**src/dsi_cfg.svh**
```systemverilog
// Holds the register offsets, field reset values and counts of the sample input port.
// Assumes inclusion by bare name wherever a number of the block is needed.
`ifndef DSI_CFG_SVH
`define DSI_CFG_SVH

// ****************************************************************
// Register map
// ****************************************************************
`define DSI_ADDR_W      4
`define DSI_REG_CTRL    4'h0
`define DSI_REG_STATUS  4'h4
`define DSI_REG_DIV     4'h8

// ****************************************************************
// Reset values and fields
// ****************************************************************
`define DSI_CTRL_RST    11'h784
`define DSI_CTRL_W      11
`define DSI_DIV_RST     8'h04
`define DSI_DIV_W       8
`define DSI_OVF_BIT     2

// ****************************************************************
// Sizes
// ****************************************************************
`define DSI_SAMPLE_W    16
`define DSI_FIFO_DEPTH  16
`define DSI_LEVEL_W     5

`endif

```
**src/dsi_pkg.sv**
```systemverilog
// Holds the types shared by the sample input port and its FIFO.
// Assumes dsi_cfg.svh is on the include path.
`include "dsi_cfg.svh"

package dsi_pkg;

	// Clock source modes; the fourth code of the field is illegal.
	typedef enum logic [1:0] {DSI_MODE_PLL, DSI_MODE_EXT, DSI_MODE_DUAL} dsi_mode_t;

	// Control register fields, most significant first.
	typedef struct packed {
		logic      sync_fifo;
		logic      sync_div;
		logic      sync_mix;
		logic      sync_nco;
		logic      lock_clk_sel;
		logic      marker_en;
		logic      b_rev;
		logic      a_rev;
		logic      fifo_en;
		dsi_mode_t mode;
	} dsi_ctrl_t;

	// One captured sample pair with its B-sample marker.
	typedef struct packed {
		logic                       marker;
		logic [`DSI_SAMPLE_W-1:0]   b;
		logic [`DSI_SAMPLE_W-1:0]   a;
	} dsi_sample_t;

	// Pins that arrive from outside the clock domain.
	typedef struct packed {
		logic                       ir_p;
		logic                       ir_n;
		logic                       sc_p;
		logic                       sc_n;
		logic                       sync;
		logic                       lock;
		logic                       marker;
		logic [`DSI_SAMPLE_W-1:0]   a;
		logic [`DSI_SAMPLE_W-1:0]   b;
	} dsi_pins_t;

endpackage

```
**src/dsi_fifo.sv**
```systemverilog
// Holds a first-in first-out buffer with a registered output word.
// Assumes one clock and a synchronous active-low reset; flush empties it at once.
`timescale 1ns/1ns
`include "dsi_cfg.svh"

module dsi_fifo
	import dsi_pkg::*;
#(
	parameter int WIDTH = 33,
	parameter int DEPTH = 16
)
(
	input  wire logic               clock_in,     // System clock.
	input  wire logic               rst_n_in,     // Synchronous reset, active low.
	input  wire logic               flush_in,     // Empties the buffer.
	input  wire logic               in_valid_in,  // Word offered.
	output logic                    in_ready_out, // Room for a word.
	input  wire logic [WIDTH-1:0]   in_data_in,   // Word written.
	output logic                    out_valid_out,// Output word valid.
	input  wire logic               out_ready_in, // Drain side takes the word.
	output logic [WIDTH-1:0]        out_data_out, // Output word.
	output logic [`DSI_LEVEL_W-1:0] level_out     // Words held in total.
);

	localparam int AW = $clog2(DEPTH);

	logic [WIDTH-1:0]   mem [DEPTH];
	logic [AW-1:0]      wr_ptr_q;
	logic [AW-1:0]      rd_ptr_q;
	logic [AW:0]        count_q;
	logic               out_valid_q;
	logic [WIDTH-1:0]   out_data_q;
	logic               push;
	logic               pop;

	// Handshakes on both sides; the output register refills whenever it empties.
	assign in_ready_out  = (count_q != DEPTH[AW:0]);
	assign push          = in_valid_in && in_ready_out && !flush_in;
	assign pop           = (count_q != '0) && (!out_valid_q || out_ready_in) && !flush_in;
	assign out_valid_out = out_valid_q;
	assign out_data_out  = out_data_q;
	assign level_out     = `DSI_LEVEL_W'(count_q) + {{(`DSI_LEVEL_W-1){1'b0}}, out_valid_q};

	// Storage array.
	always_ff @(posedge clock_in)
	begin
		if (push)
		begin
			mem[wr_ptr_q] <= in_data_in;
		end
	end

	// Pointers and fill count.
	always_ff @(posedge clock_in)
	begin
		if (!rst_n_in || flush_in)
		begin
			wr_ptr_q <= '0;
			rd_ptr_q <= '0;
			count_q  <= '0;
		end
		else
		begin
			if (push)
			begin
				wr_ptr_q <= AW'(wr_ptr_q + 1'b1);
			end
			if (pop)
			begin
				rd_ptr_q <= AW'(rd_ptr_q + 1'b1);
			end
			count_q <= (AW+1)'(count_q + push - pop);
		end
	end

	// Output register.
	always_ff @(posedge clock_in)
	begin
		if (!rst_n_in || flush_in)
		begin
			out_valid_q <= 1'b0;
			out_data_q  <= '0;
		end
		else if (pop)
		begin
			out_valid_q <= 1'b1;
			out_data_q  <= mem[rd_ptr_q];
		end
		else if (out_ready_in)
		begin
			out_valid_q <= 1'b0;
		end
	end

endmodule

```
**src/dsi_port.sv**
```systemverilog
// Holds the digital sample input port of a dual-channel converter: pin synchronisers,
// clock source selection, sample capture, sync strobe handling, lock pin and registers.
// Assumes pins come from outside the clock domain and software uses a plain register port.
`timescale 1ns/1ns
`include "dsi_cfg.svh"

// Notes on behaviour
// - PLL and dual modes latch FIFO on input-rate clock.
// - External mode latches FIFO on input-rate clock.
// - FIFO disabled ignores the input-rate clock.
// - Sample clock used in external/dual, ignored PLL.
// - Channel A bus, optional bit reversal.
// - Channel B bus, optional bit reversal.
// - Sync strobe initialises oscillator, mixer, divider, FIFO.
// - Lock pin shows lock, internal or input clock.
// - Low reset clears all logic; control and divider load 0x784 and 0x04, FIFO storage is not reset.
module dsi_port
	import dsi_pkg::*;
(
	input  wire logic                     clock_in,                 // 50 MHz system clock.
	input  wire logic                     rst_n_in,                 // Chip reset, active low.
	input  wire logic                     input_rate_clock_pin_in,  // Input-rate clock.
	input  wire logic                     input_rate_clock_pin_n_in,// Its complement.
	input  wire logic                     sample_clock_pin_in,      // Sample clock.
	input  wire logic                     sample_clock_pin_n_in,    // Its complement.
	input  wire logic [`DSI_SAMPLE_W-1:0] chan_a_sample_bus_in,     // Channel A bus.
	input  wire logic [`DSI_SAMPLE_W-1:0] chan_b_sample_bus_in,     // Channel B bus.
	input  wire logic                     b_marker_in,              // B-sample marker.
	input  wire logic                     sync_strobe_in,           // Synchronisation strobe.
	input  wire logic                     pll_locked_in,            // PLL lock level.
	input  wire logic [`DSI_ADDR_W-1:0]   reg_addr_in,              // Register address.
	input  wire logic [15:0]              reg_wdata_in,             // Register write data.
	input  wire logic                     reg_wr_in,                // Write strobe.
	input  wire logic                     reg_rd_in,                // Read strobe.
	output logic [15:0]                   reg_rdata_out,            // Read data, next cycle.
	output dsi_sample_t                   samp_out,                 // Buffered sample pair.
	output logic                          samp_valid_out,           // Sample pair valid.
	input  wire logic                     samp_ready_in,            // Consumer takes it.
	output logic                          lock_indicator_out,       // Lock indicator pin.
	output logic                          nco_init_out,             // Oscillator init pulse.
	output logic                          mixer_init_out,           // Coarse mixer init pulse.
	output logic                          divider_init_out          // Divider init pulse.
);

	// ****************************************************************
	// Declarations
	// ****************************************************************
	dsi_pins_t              pins_s1_q;
	dsi_pins_t              pins_s2_q;
	dsi_pins_t              pins_s3_q;
	logic [3:0]             lvl_q;
	logic [3:0]             lvl_d;
	logic [3:0]             cand_s2;
	logic [3:0]             cand_s3;
	logic                   ir_rise;
	logic                   sc_rise;
	logic                   sync_rise;
	dsi_ctrl_t              ctrl_q;
	logic [`DSI_DIV_W-1:0]  div_q;
	logic [`DSI_DIV_W-1:0]  div_cnt_q;
	logic                   div_tick;
	logic                   int_clk_q;
	logic                   cap_go;
	dsi_sample_t            word_d;
	logic                   fifo_ready;
	logic                   fifo_flush;
	logic [`DSI_LEVEL_W-1:0] fifo_level;
	logic                   ovf_q;
	logic                   ovf_clr;
	logic [15:0]            rdata_q;
	logic                   lock_q;
	logic                   nco_q;
	logic                   mix_q;
	logic                   divi_q;

	// Reverses the bit order of one sample bus.
	function automatic logic [`DSI_SAMPLE_W-1:0] rev16(input logic [`DSI_SAMPLE_W-1:0] v);
		logic [`DSI_SAMPLE_W-1:0] r;
		r = '0;
		for (int i = 0; i < `DSI_SAMPLE_W; i++)
		begin
			r[i] = v[`DSI_SAMPLE_W-1-i];
		end
		return r;
	endfunction

	// Turns a differential pair into a single level.
	function automatic logic diff_level(input logic p, input logic n);
		return p && !n;
	endfunction

	// ****************************************************************
	// Pin synchronisers
	// ****************************************************************

	// Three flops on every pin; data and clocks see the same delay, so they stay aligned.
	always_ff @(posedge clock_in)
	begin
		if (!rst_n_in)
		begin
			pins_s1_q <= '0;
			pins_s2_q <= '0;
			pins_s3_q <= '0;
		end
		else
		begin
			pins_s1_q <= '{ir_p: input_rate_clock_pin_in, ir_n: input_rate_clock_pin_n_in,
			               sc_p: sample_clock_pin_in, sc_n: sample_clock_pin_n_in,
			               sync: sync_strobe_in, lock: pll_locked_in, marker: b_marker_in,
			               a: chan_a_sample_bus_in, b: chan_b_sample_bus_in};
			pins_s2_q <= pins_s1_q;
			pins_s3_q <= pins_s2_q;
		end
	end

	// A level change counts once the second and third stages agree.
	assign cand_s2 = {diff_level(pins_s2_q.ir_p, pins_s2_q.ir_n),
	                  diff_level(pins_s2_q.sc_p, pins_s2_q.sc_n), pins_s2_q.sync, pins_s2_q.lock};
	assign cand_s3 = {diff_level(pins_s3_q.ir_p, pins_s3_q.ir_n),
	                  diff_level(pins_s3_q.sc_p, pins_s3_q.sc_n), pins_s3_q.sync, pins_s3_q.lock};
	assign lvl_d   = (~(cand_s2 ^ cand_s3) & cand_s3) | ((cand_s2 ^ cand_s3) & lvl_q);
	assign ir_rise   = lvl_d[3] && !lvl_q[3];
	assign sc_rise   = lvl_d[2] && !lvl_q[2];
	assign sync_rise = lvl_d[1] && !lvl_q[1];

	// Confirmed pin levels.
	always_ff @(posedge clock_in)
	begin
		if (!rst_n_in)
		begin
			lvl_q <= 4'h0;
		end
		else
		begin
			lvl_q <= lvl_d;
		end
	end

	// ****************************************************************
	// Internal clock divider
	// ****************************************************************

	assign div_tick = (div_cnt_q == div_q);

	// Divides the system clock into an internal rate; a sync strobe restarts it.
	always_ff @(posedge clock_in)
	begin
		if (!rst_n_in)
		begin
			div_cnt_q <= '0;
			int_clk_q <= 1'b0;
		end
		else if (sync_rise && ctrl_q.sync_div)
		begin
			div_cnt_q <= '0;
			int_clk_q <= 1'b0;
		end
		else if (div_tick)
		begin
			div_cnt_q <= '0;
			int_clk_q <= !int_clk_q;
		end
		else
		begin
			div_cnt_q <= `DSI_DIV_W'(div_cnt_q + 1'b1);
		end
	end

	// ****************************************************************
	// Capture clock selection and sample word
	// ****************************************************************

	// Picks the capture edge by clock mode; a disabled FIFO never looks at the input-rate clock.
	always_comb
	begin
		cap_go = 1'b0;
		unique case (ctrl_q.mode)
			DSI_MODE_PLL:
			begin
				cap_go = ctrl_q.fifo_en ? ir_rise : div_tick;
			end
			DSI_MODE_EXT:
			begin
				cap_go = ctrl_q.fifo_en ? ir_rise : sc_rise;
			end
			DSI_MODE_DUAL:
			begin
				cap_go = ctrl_q.fifo_en ? ir_rise : sc_rise;
			end
			default:
			begin
				cap_go = ctrl_q.fifo_en ? ir_rise : div_tick;
			end
		endcase
	end

	// Both buses and the marker come from the same synchroniser stage in the same cycle.
	always_comb
	begin
		word_d.a      = ctrl_q.a_rev ? rev16(pins_s3_q.a) : pins_s3_q.a;
		word_d.b      = ctrl_q.b_rev ? rev16(pins_s3_q.b) : pins_s3_q.b;
		word_d.marker = ctrl_q.marker_en && pins_s3_q.marker;
	end

	assign fifo_flush = sync_rise && ctrl_q.sync_fifo;

	// Input buffer; a full buffer drops the sample and raises the overflow flag.
	dsi_fifo #(
		.WIDTH ($bits(dsi_sample_t)),
		.DEPTH (`DSI_FIFO_DEPTH)
	) u_fifo (
		.clock_in      (clock_in),
		.rst_n_in      (rst_n_in),
		.flush_in      (fifo_flush),
		.in_valid_in   (cap_go),
		.in_ready_out  (fifo_ready),
		.in_data_in    (word_d),
		.out_valid_out (samp_valid_out),
		.out_ready_in  (samp_ready_in),
		.out_data_out  (samp_out),
		.level_out     (fifo_level)
	);

	// Sticky overflow; a new loss wins over a clear in the same cycle.
	always_ff @(posedge clock_in)
	begin
		if (!rst_n_in)
		begin
			ovf_q <= 1'b0;
		end
		else if (cap_go && !fifo_ready && !fifo_flush)
		begin
			ovf_q <= 1'b1;
		end
		else if (ovf_clr)
		begin
			ovf_q <= 1'b0;
		end
	end

	// ****************************************************************
	// Sync strobe pulses and lock pin
	// ****************************************************************

	// One-cycle init pulses for the circuits selected in the control register.
	always_ff @(posedge clock_in)
	begin
		if (!rst_n_in)
		begin
			nco_q  <= 1'b0;
			mix_q  <= 1'b0;
			divi_q <= 1'b0;
		end
		else
		begin
			nco_q  <= sync_rise && ctrl_q.sync_nco;
			mix_q  <= sync_rise && ctrl_q.sync_mix;
			divi_q <= sync_rise && ctrl_q.sync_div;
		end
	end

	// Lock pin source: input-rate clock in external mode, lock level or internal clock otherwise.
	always_ff @(posedge clock_in)
	begin
		if (!rst_n_in)
		begin
			lock_q <= 1'b0;
		end
		else if (ctrl_q.mode == DSI_MODE_EXT)
		begin
			lock_q <= lvl_q[3];
		end
		else if (ctrl_q.lock_clk_sel)
		begin
			lock_q <= int_clk_q;
		end
		else
		begin
			lock_q <= lvl_q[0];
		end
	end

	assign nco_init_out       = nco_q;
	assign mixer_init_out     = mix_q;
	assign divider_init_out   = divi_q;
	assign lock_indicator_out = lock_q;

	// ****************************************************************
	// Register port
	// ****************************************************************

	assign ovf_clr = reg_wr_in && (reg_addr_in == `DSI_REG_STATUS) && reg_wdata_in[`DSI_OVF_BIT];

	// Writable registers; reset returns every control to its default.
	always_ff @(posedge clock_in)
	begin
		if (!rst_n_in)
		begin
			ctrl_q <= `DSI_CTRL_RST;
			div_q  <= `DSI_DIV_RST;
		end
		else if (reg_wr_in && reg_addr_in == `DSI_REG_CTRL)
		begin
			ctrl_q <= reg_wdata_in[`DSI_CTRL_W-1:0];
		end
		else if (reg_wr_in && reg_addr_in == `DSI_REG_DIV)
		begin
			div_q <= reg_wdata_in[`DSI_DIV_W-1:0];
		end
	end

	// Read data stand for the one cycle after the read strobe; unmapped reads give zero.
	always_ff @(posedge clock_in)
	begin
		if (!rst_n_in)
		begin
			rdata_q <= 16'h0000;
		end
		else if (reg_rd_in)
		begin
			unique case (reg_addr_in)
				`DSI_REG_CTRL:   rdata_q <= 16'(ctrl_q);
				`DSI_REG_STATUS: rdata_q <= {6'h00, fifo_level, lvl_q[0], ovf_q, 1'b0, ctrl_q.mode};
				`DSI_REG_DIV:    rdata_q <= 16'(div_q);
				default:         rdata_q <= 16'h0000;
			endcase
		end
		else
		begin
			rdata_q <= 16'h0000;
		end
	end

	assign reg_rdata_out = rdata_q;
endmodule

```
**config.mk**
```make
export PLATFORM = sky130hd
export DESIGN_NAME = dsi_port
export DESIGN_NICKNAME = d
export VERILOG_FILES = /design/src/dsi_pkg.sv /design/src/dsi_fifo.sv /design/src/dsi_port.sv
export VERILOG_INCLUDE_DIRS = /design/src /design/src/src
export SDC_FILE = /design/constraint.sdc
export NUM_CORES = 1
export LEC_CHECK = 0
export BUFFER_PORTS_ARGS = -buffer_cell sky130_fd_sc_hd__buf_2
export CORE_MARGIN = 5
export CORE_UTILIZATION = 40
export DETAILED_ROUTE_END_ITERATION = 8
export SLEW_MARGIN = 25
export SYNTH_ARGS = -nofsm -noshare
export SYNTH_HDL_FRONTEND = slang
export SYNTH_HIERARCHICAL = 1
export SYNTH_SLANG_ARGS = --single-unit
```
**constraint.sdc**
```tcl
create_clock -name clock_in -period 12.6 [get_ports clock_in]
set_input_delay 1.89 -clock clock_in [delete_from_list [all_inputs] [get_ports clock_in]]
set_output_delay 1.89 -clock clock_in [all_outputs]
set_load 0.005 [all_outputs]
```
==> out/qor.yml <==
critical_path:
  crit_path_start_kind: "input port"
  crit_type: "in2reg"
  cp.arrival_ns: 4.07
  worstPathRequired_ns: 13.06
  critPathMaxFanout: 3
  endpoint_kind: "register"
grt:
  grt_pass1_wl_um: 87000
  antenna_found_initial: 2
  grt_max_degree: 112
  grt_overflow: 0
  grt_pass1_vias: 14200
  track_usage: 0.154
cts:
  insertion_delay_ns: 0.61
  cts_hold_buffers: 0
  clock-root-buffer: "clkbuf_16"
  post_cts_buffers: 0
  cts_resized: 0
  htree_num_levels: 3
  cts_tree: "yes"
  clk_pin_slew_ns: 0.06
  numCtsBuffers: 74
  cts_sinks: 740
  clk_path_buf_depth: 3
timing:
  slew_headroom: 0.332
  finalCriticalPeriod_ns: 3.61
  skew_ns: 0.0240
  setup_tns_ns: 0
  finalCritPeriodShare: 0.286
  max_freq_mhz: 277
  finalMaxSlewViolations: 0
  rsz0062_at_grt: "no"
  hold_violations: 0
  setup_viol: 0
  worst_pin_slew_ns: 1.00
route:
  drt.antenna.violating_nets: 0
  drt_iter0_drc: 934
  wl_per_cell_um: 22.0
  drc: 0
  vias: 13400
  drt_wl_total_um: 57100
  first_pass_iters: 5
  routed_via_density: 5.18
logic_synthesis:
  yosys_warnings: 6
  synth-xor-area-share: 0.00827
  synthAdderAreaFrac: 0.00845
  netlist-cell-type-count: 50
  synth_area_per_cell_um2: 18.1
  synthCells: 1520
  ys_ff_latch: 740
  synth-compound-area-share: 0.0255
  synth_top_family_by_area: "multiplexers"
  synth-simple-area-share: 0.0584
  syn_area_mm2: 0.0275
  seq_area_frac_synth: 0.730
  yosys-mux-area-fraction: 0.148
place:
  dp_hpwl_um: 31200
  routabilityCongestion: 0.771
  place_area_mm2: 0.0290
  portBuffers: 107
layout:
  drive_above_1_share: 0.255
  ff_latch_area_mm2: 0.0201
  area_growth_pct: 14.4
  fin_nets: 1733
  fin_area_mm2: 0.0315
  fill_cells: 5826
  multiInputGateArea_mm2: 0.00699
  antenna-diode-count: 0
floorplanning:
  start_util: 0.402
  fp-row-count: 96
  boundaryPins: 118
  die_w_um: 272
  die_y_um: 272
  die_area_mm2: 0.0742
  core_mm2: 0.0685
job:
  drv_cap: 0
pwr:
  power_density_mw_per_mm2: 188
  leakagePower_nw: 10.5
  peakVddDrop_mv: 0.0981
worst_hold_path:
  min_path_type: "reg2reg"
run_status:
  status: "completed"
[placed cells by master, fill, tap and decap left out, types with 17 or more instances in the layout]
cell	Yosys	final
inv_1	17	17
ha_1	17	17
and2_1	119	119
o21ai_1	34	34
a2bb2oi_1	33	33
buf_4	9	24
nand3_1	24	24
dfxtp_1	212	209
mux2i_1	75	75
mux4_2	132	132
nand2_1	45	45
clkbuf_16	0	77
mux2_2	32	32
buf_2	17	106
nor2_1	46	34
edfxtp_1	528	528
a21oi_1	28	28
[flip-flops by register name (all words and copies together), names as in the netlist, named ones only]
signal and flops:
u_fifo/count_q 5, pins_s3_q 37, divider_init_out 1, cand_s3 2
mixer_init_out 1, div_cnt_q 8, u_fifo/mem 528, reg_rdata_out 11
lock_indicator_out 1, nco_init_out 1, u_fifo/out_valid_out 1, ctrl_q 11
u_fifo/out_data_out 33, pins_s1_q 39, u_fifo/rd_ptr_q 4, cand_s2 2
pins_s2_q 37, lvl_q 3, ovf_q 1, int_clk_q 1
div_q 8, u_fifo/wr_ptr_q 4
[cell type report]
| type | count | area share |
|---|---|---|
| flip-flops and latches | 740 | 0.639 |
| multi-input cells | 686 | 0.222 |
| clock buffers | 102 | 0.0677 |
| well taps | 882 | 0.0350 |
| repair buffers | 132 | 0.0238 |
| clock inverters | 36 | 0.0109 |
| inverters | 17 | 0.00203 |
[kinds of logic after synthesis]
| group | count (synthesis) |
|---|---|
| compound gates | 109 |
| xor+xnor | 26 |
| fa+ha+maj | 18 |
| buf+inv | 98 |
| flops | 740 |
| mux | 239 |
| other cells | 1 |
| simple gates | 289 |
[final timing paths]
kind                            startpoint                           end  slack (ns)  cells past startpoint
setup / recovery             samp_ready_in  u_fifo/count_q[4]$_SDFF_PP0_        8.99                     12
hold / removal    pins_s1_q[21]$_SDFF_PN0_      pins_s2_q[21]$_SDFF_PN0_        0.43                      1
setup reg to reg  pins_s2_q[36]$_SDFF_PN0_  u_fifo/count_q[4]$_SDFF_PP0_        9.06                     15
hold reg to reg   pins_s1_q[21]$_SDFF_PN0_      pins_s2_q[21]$_SDFF_PN0_        0.43                      1
[through the flow]
stage          utilization  power (W)  instances  hold slack (ns)  setup slack [ns]
2_1_floorplan            -    0.00355       1524            0.412              8.22
3_3_place_gp         0.423    0.00379       2456            0.418              8.39
3_5_place_dp         0.423    0.00380       2456            0.417              8.39
4_1_cts              0.460    0.00599       2594            0.433              9.00
5_1_grt              0.460    0.00619       2595            0.440              8.65
6_report             0.460    0.00592       2595            0.430              8.99
[Yosys cell counts, drive strengths merged]
cell type,n,share of area
a21boi,1,0.00027
a21o,1,0.00027
a21oi,28,0.0051
a22oi,3,0.00082
a2bb2oi,33,0.010
a31oi,1,0.00077
and2,119,0.027
and3,8,0.0019
and3b,2,0.00064
and4,1,0.00032
and4b,1,0.00036
buf,46,0.014
clkbuf,35,0.0048
conb,1,0.00014
dfxtp,212,0.15
edfxtp,528,0.58
fa,1,0.00073
ha,17,0.0077
inv,17,0.0023
mux2,32,0.013
mux2i,75,0.027
mux4,132,0.11
nand2,45,0.0061
nand2b,7,0.0016
nand3,24,0.0044
nand4,7,0.0018
nand4bb,1,0.00041
nor2,46,0.0063
nor2b,2,0.00045
nor3,11,0.0020
nor3b,3,0.00082
nor4,3,0.00091
nor4b,2,0.0012
o211ai,1,0.00027
o21ai,39,0.0071
o22ai,2,0.00045
or2,1,0.00023
or3,3,0.00073
or4b,1,0.00050
or4bb,2,0.00082
xnor2,16,0.0051
xor2,10,0.0032
[worst max-delay path, stage by stage]
cell	delay, ns
buf_2	0.10
nor2b_1	0.06
nor3_1	0.40
ha_1	0.32
inv_1	0.05
ha_1	0.15
inv_1	0.06
fa_1	0.42
nand2b_1	0.16
a21oi_1	0.20
o21ai_0	0.10
nor3b_1	0.14
[power breakdown]
part	internal, W	switching (W)
Combinational	0.000502	0.000447
Clock	0.00129	0.000897
Sequential	0.00268	0.000102
[routing by layer]
layer,vias up,global-route usage,wire length [µm]
met5,-,0,0
met4,0,0.0439,1110
met3,84,0.0292,3140
met2,315,0.254,27700
met1,6946,0.211,25200
li1,6094,-,-
(Power assumes the default switching activity.)
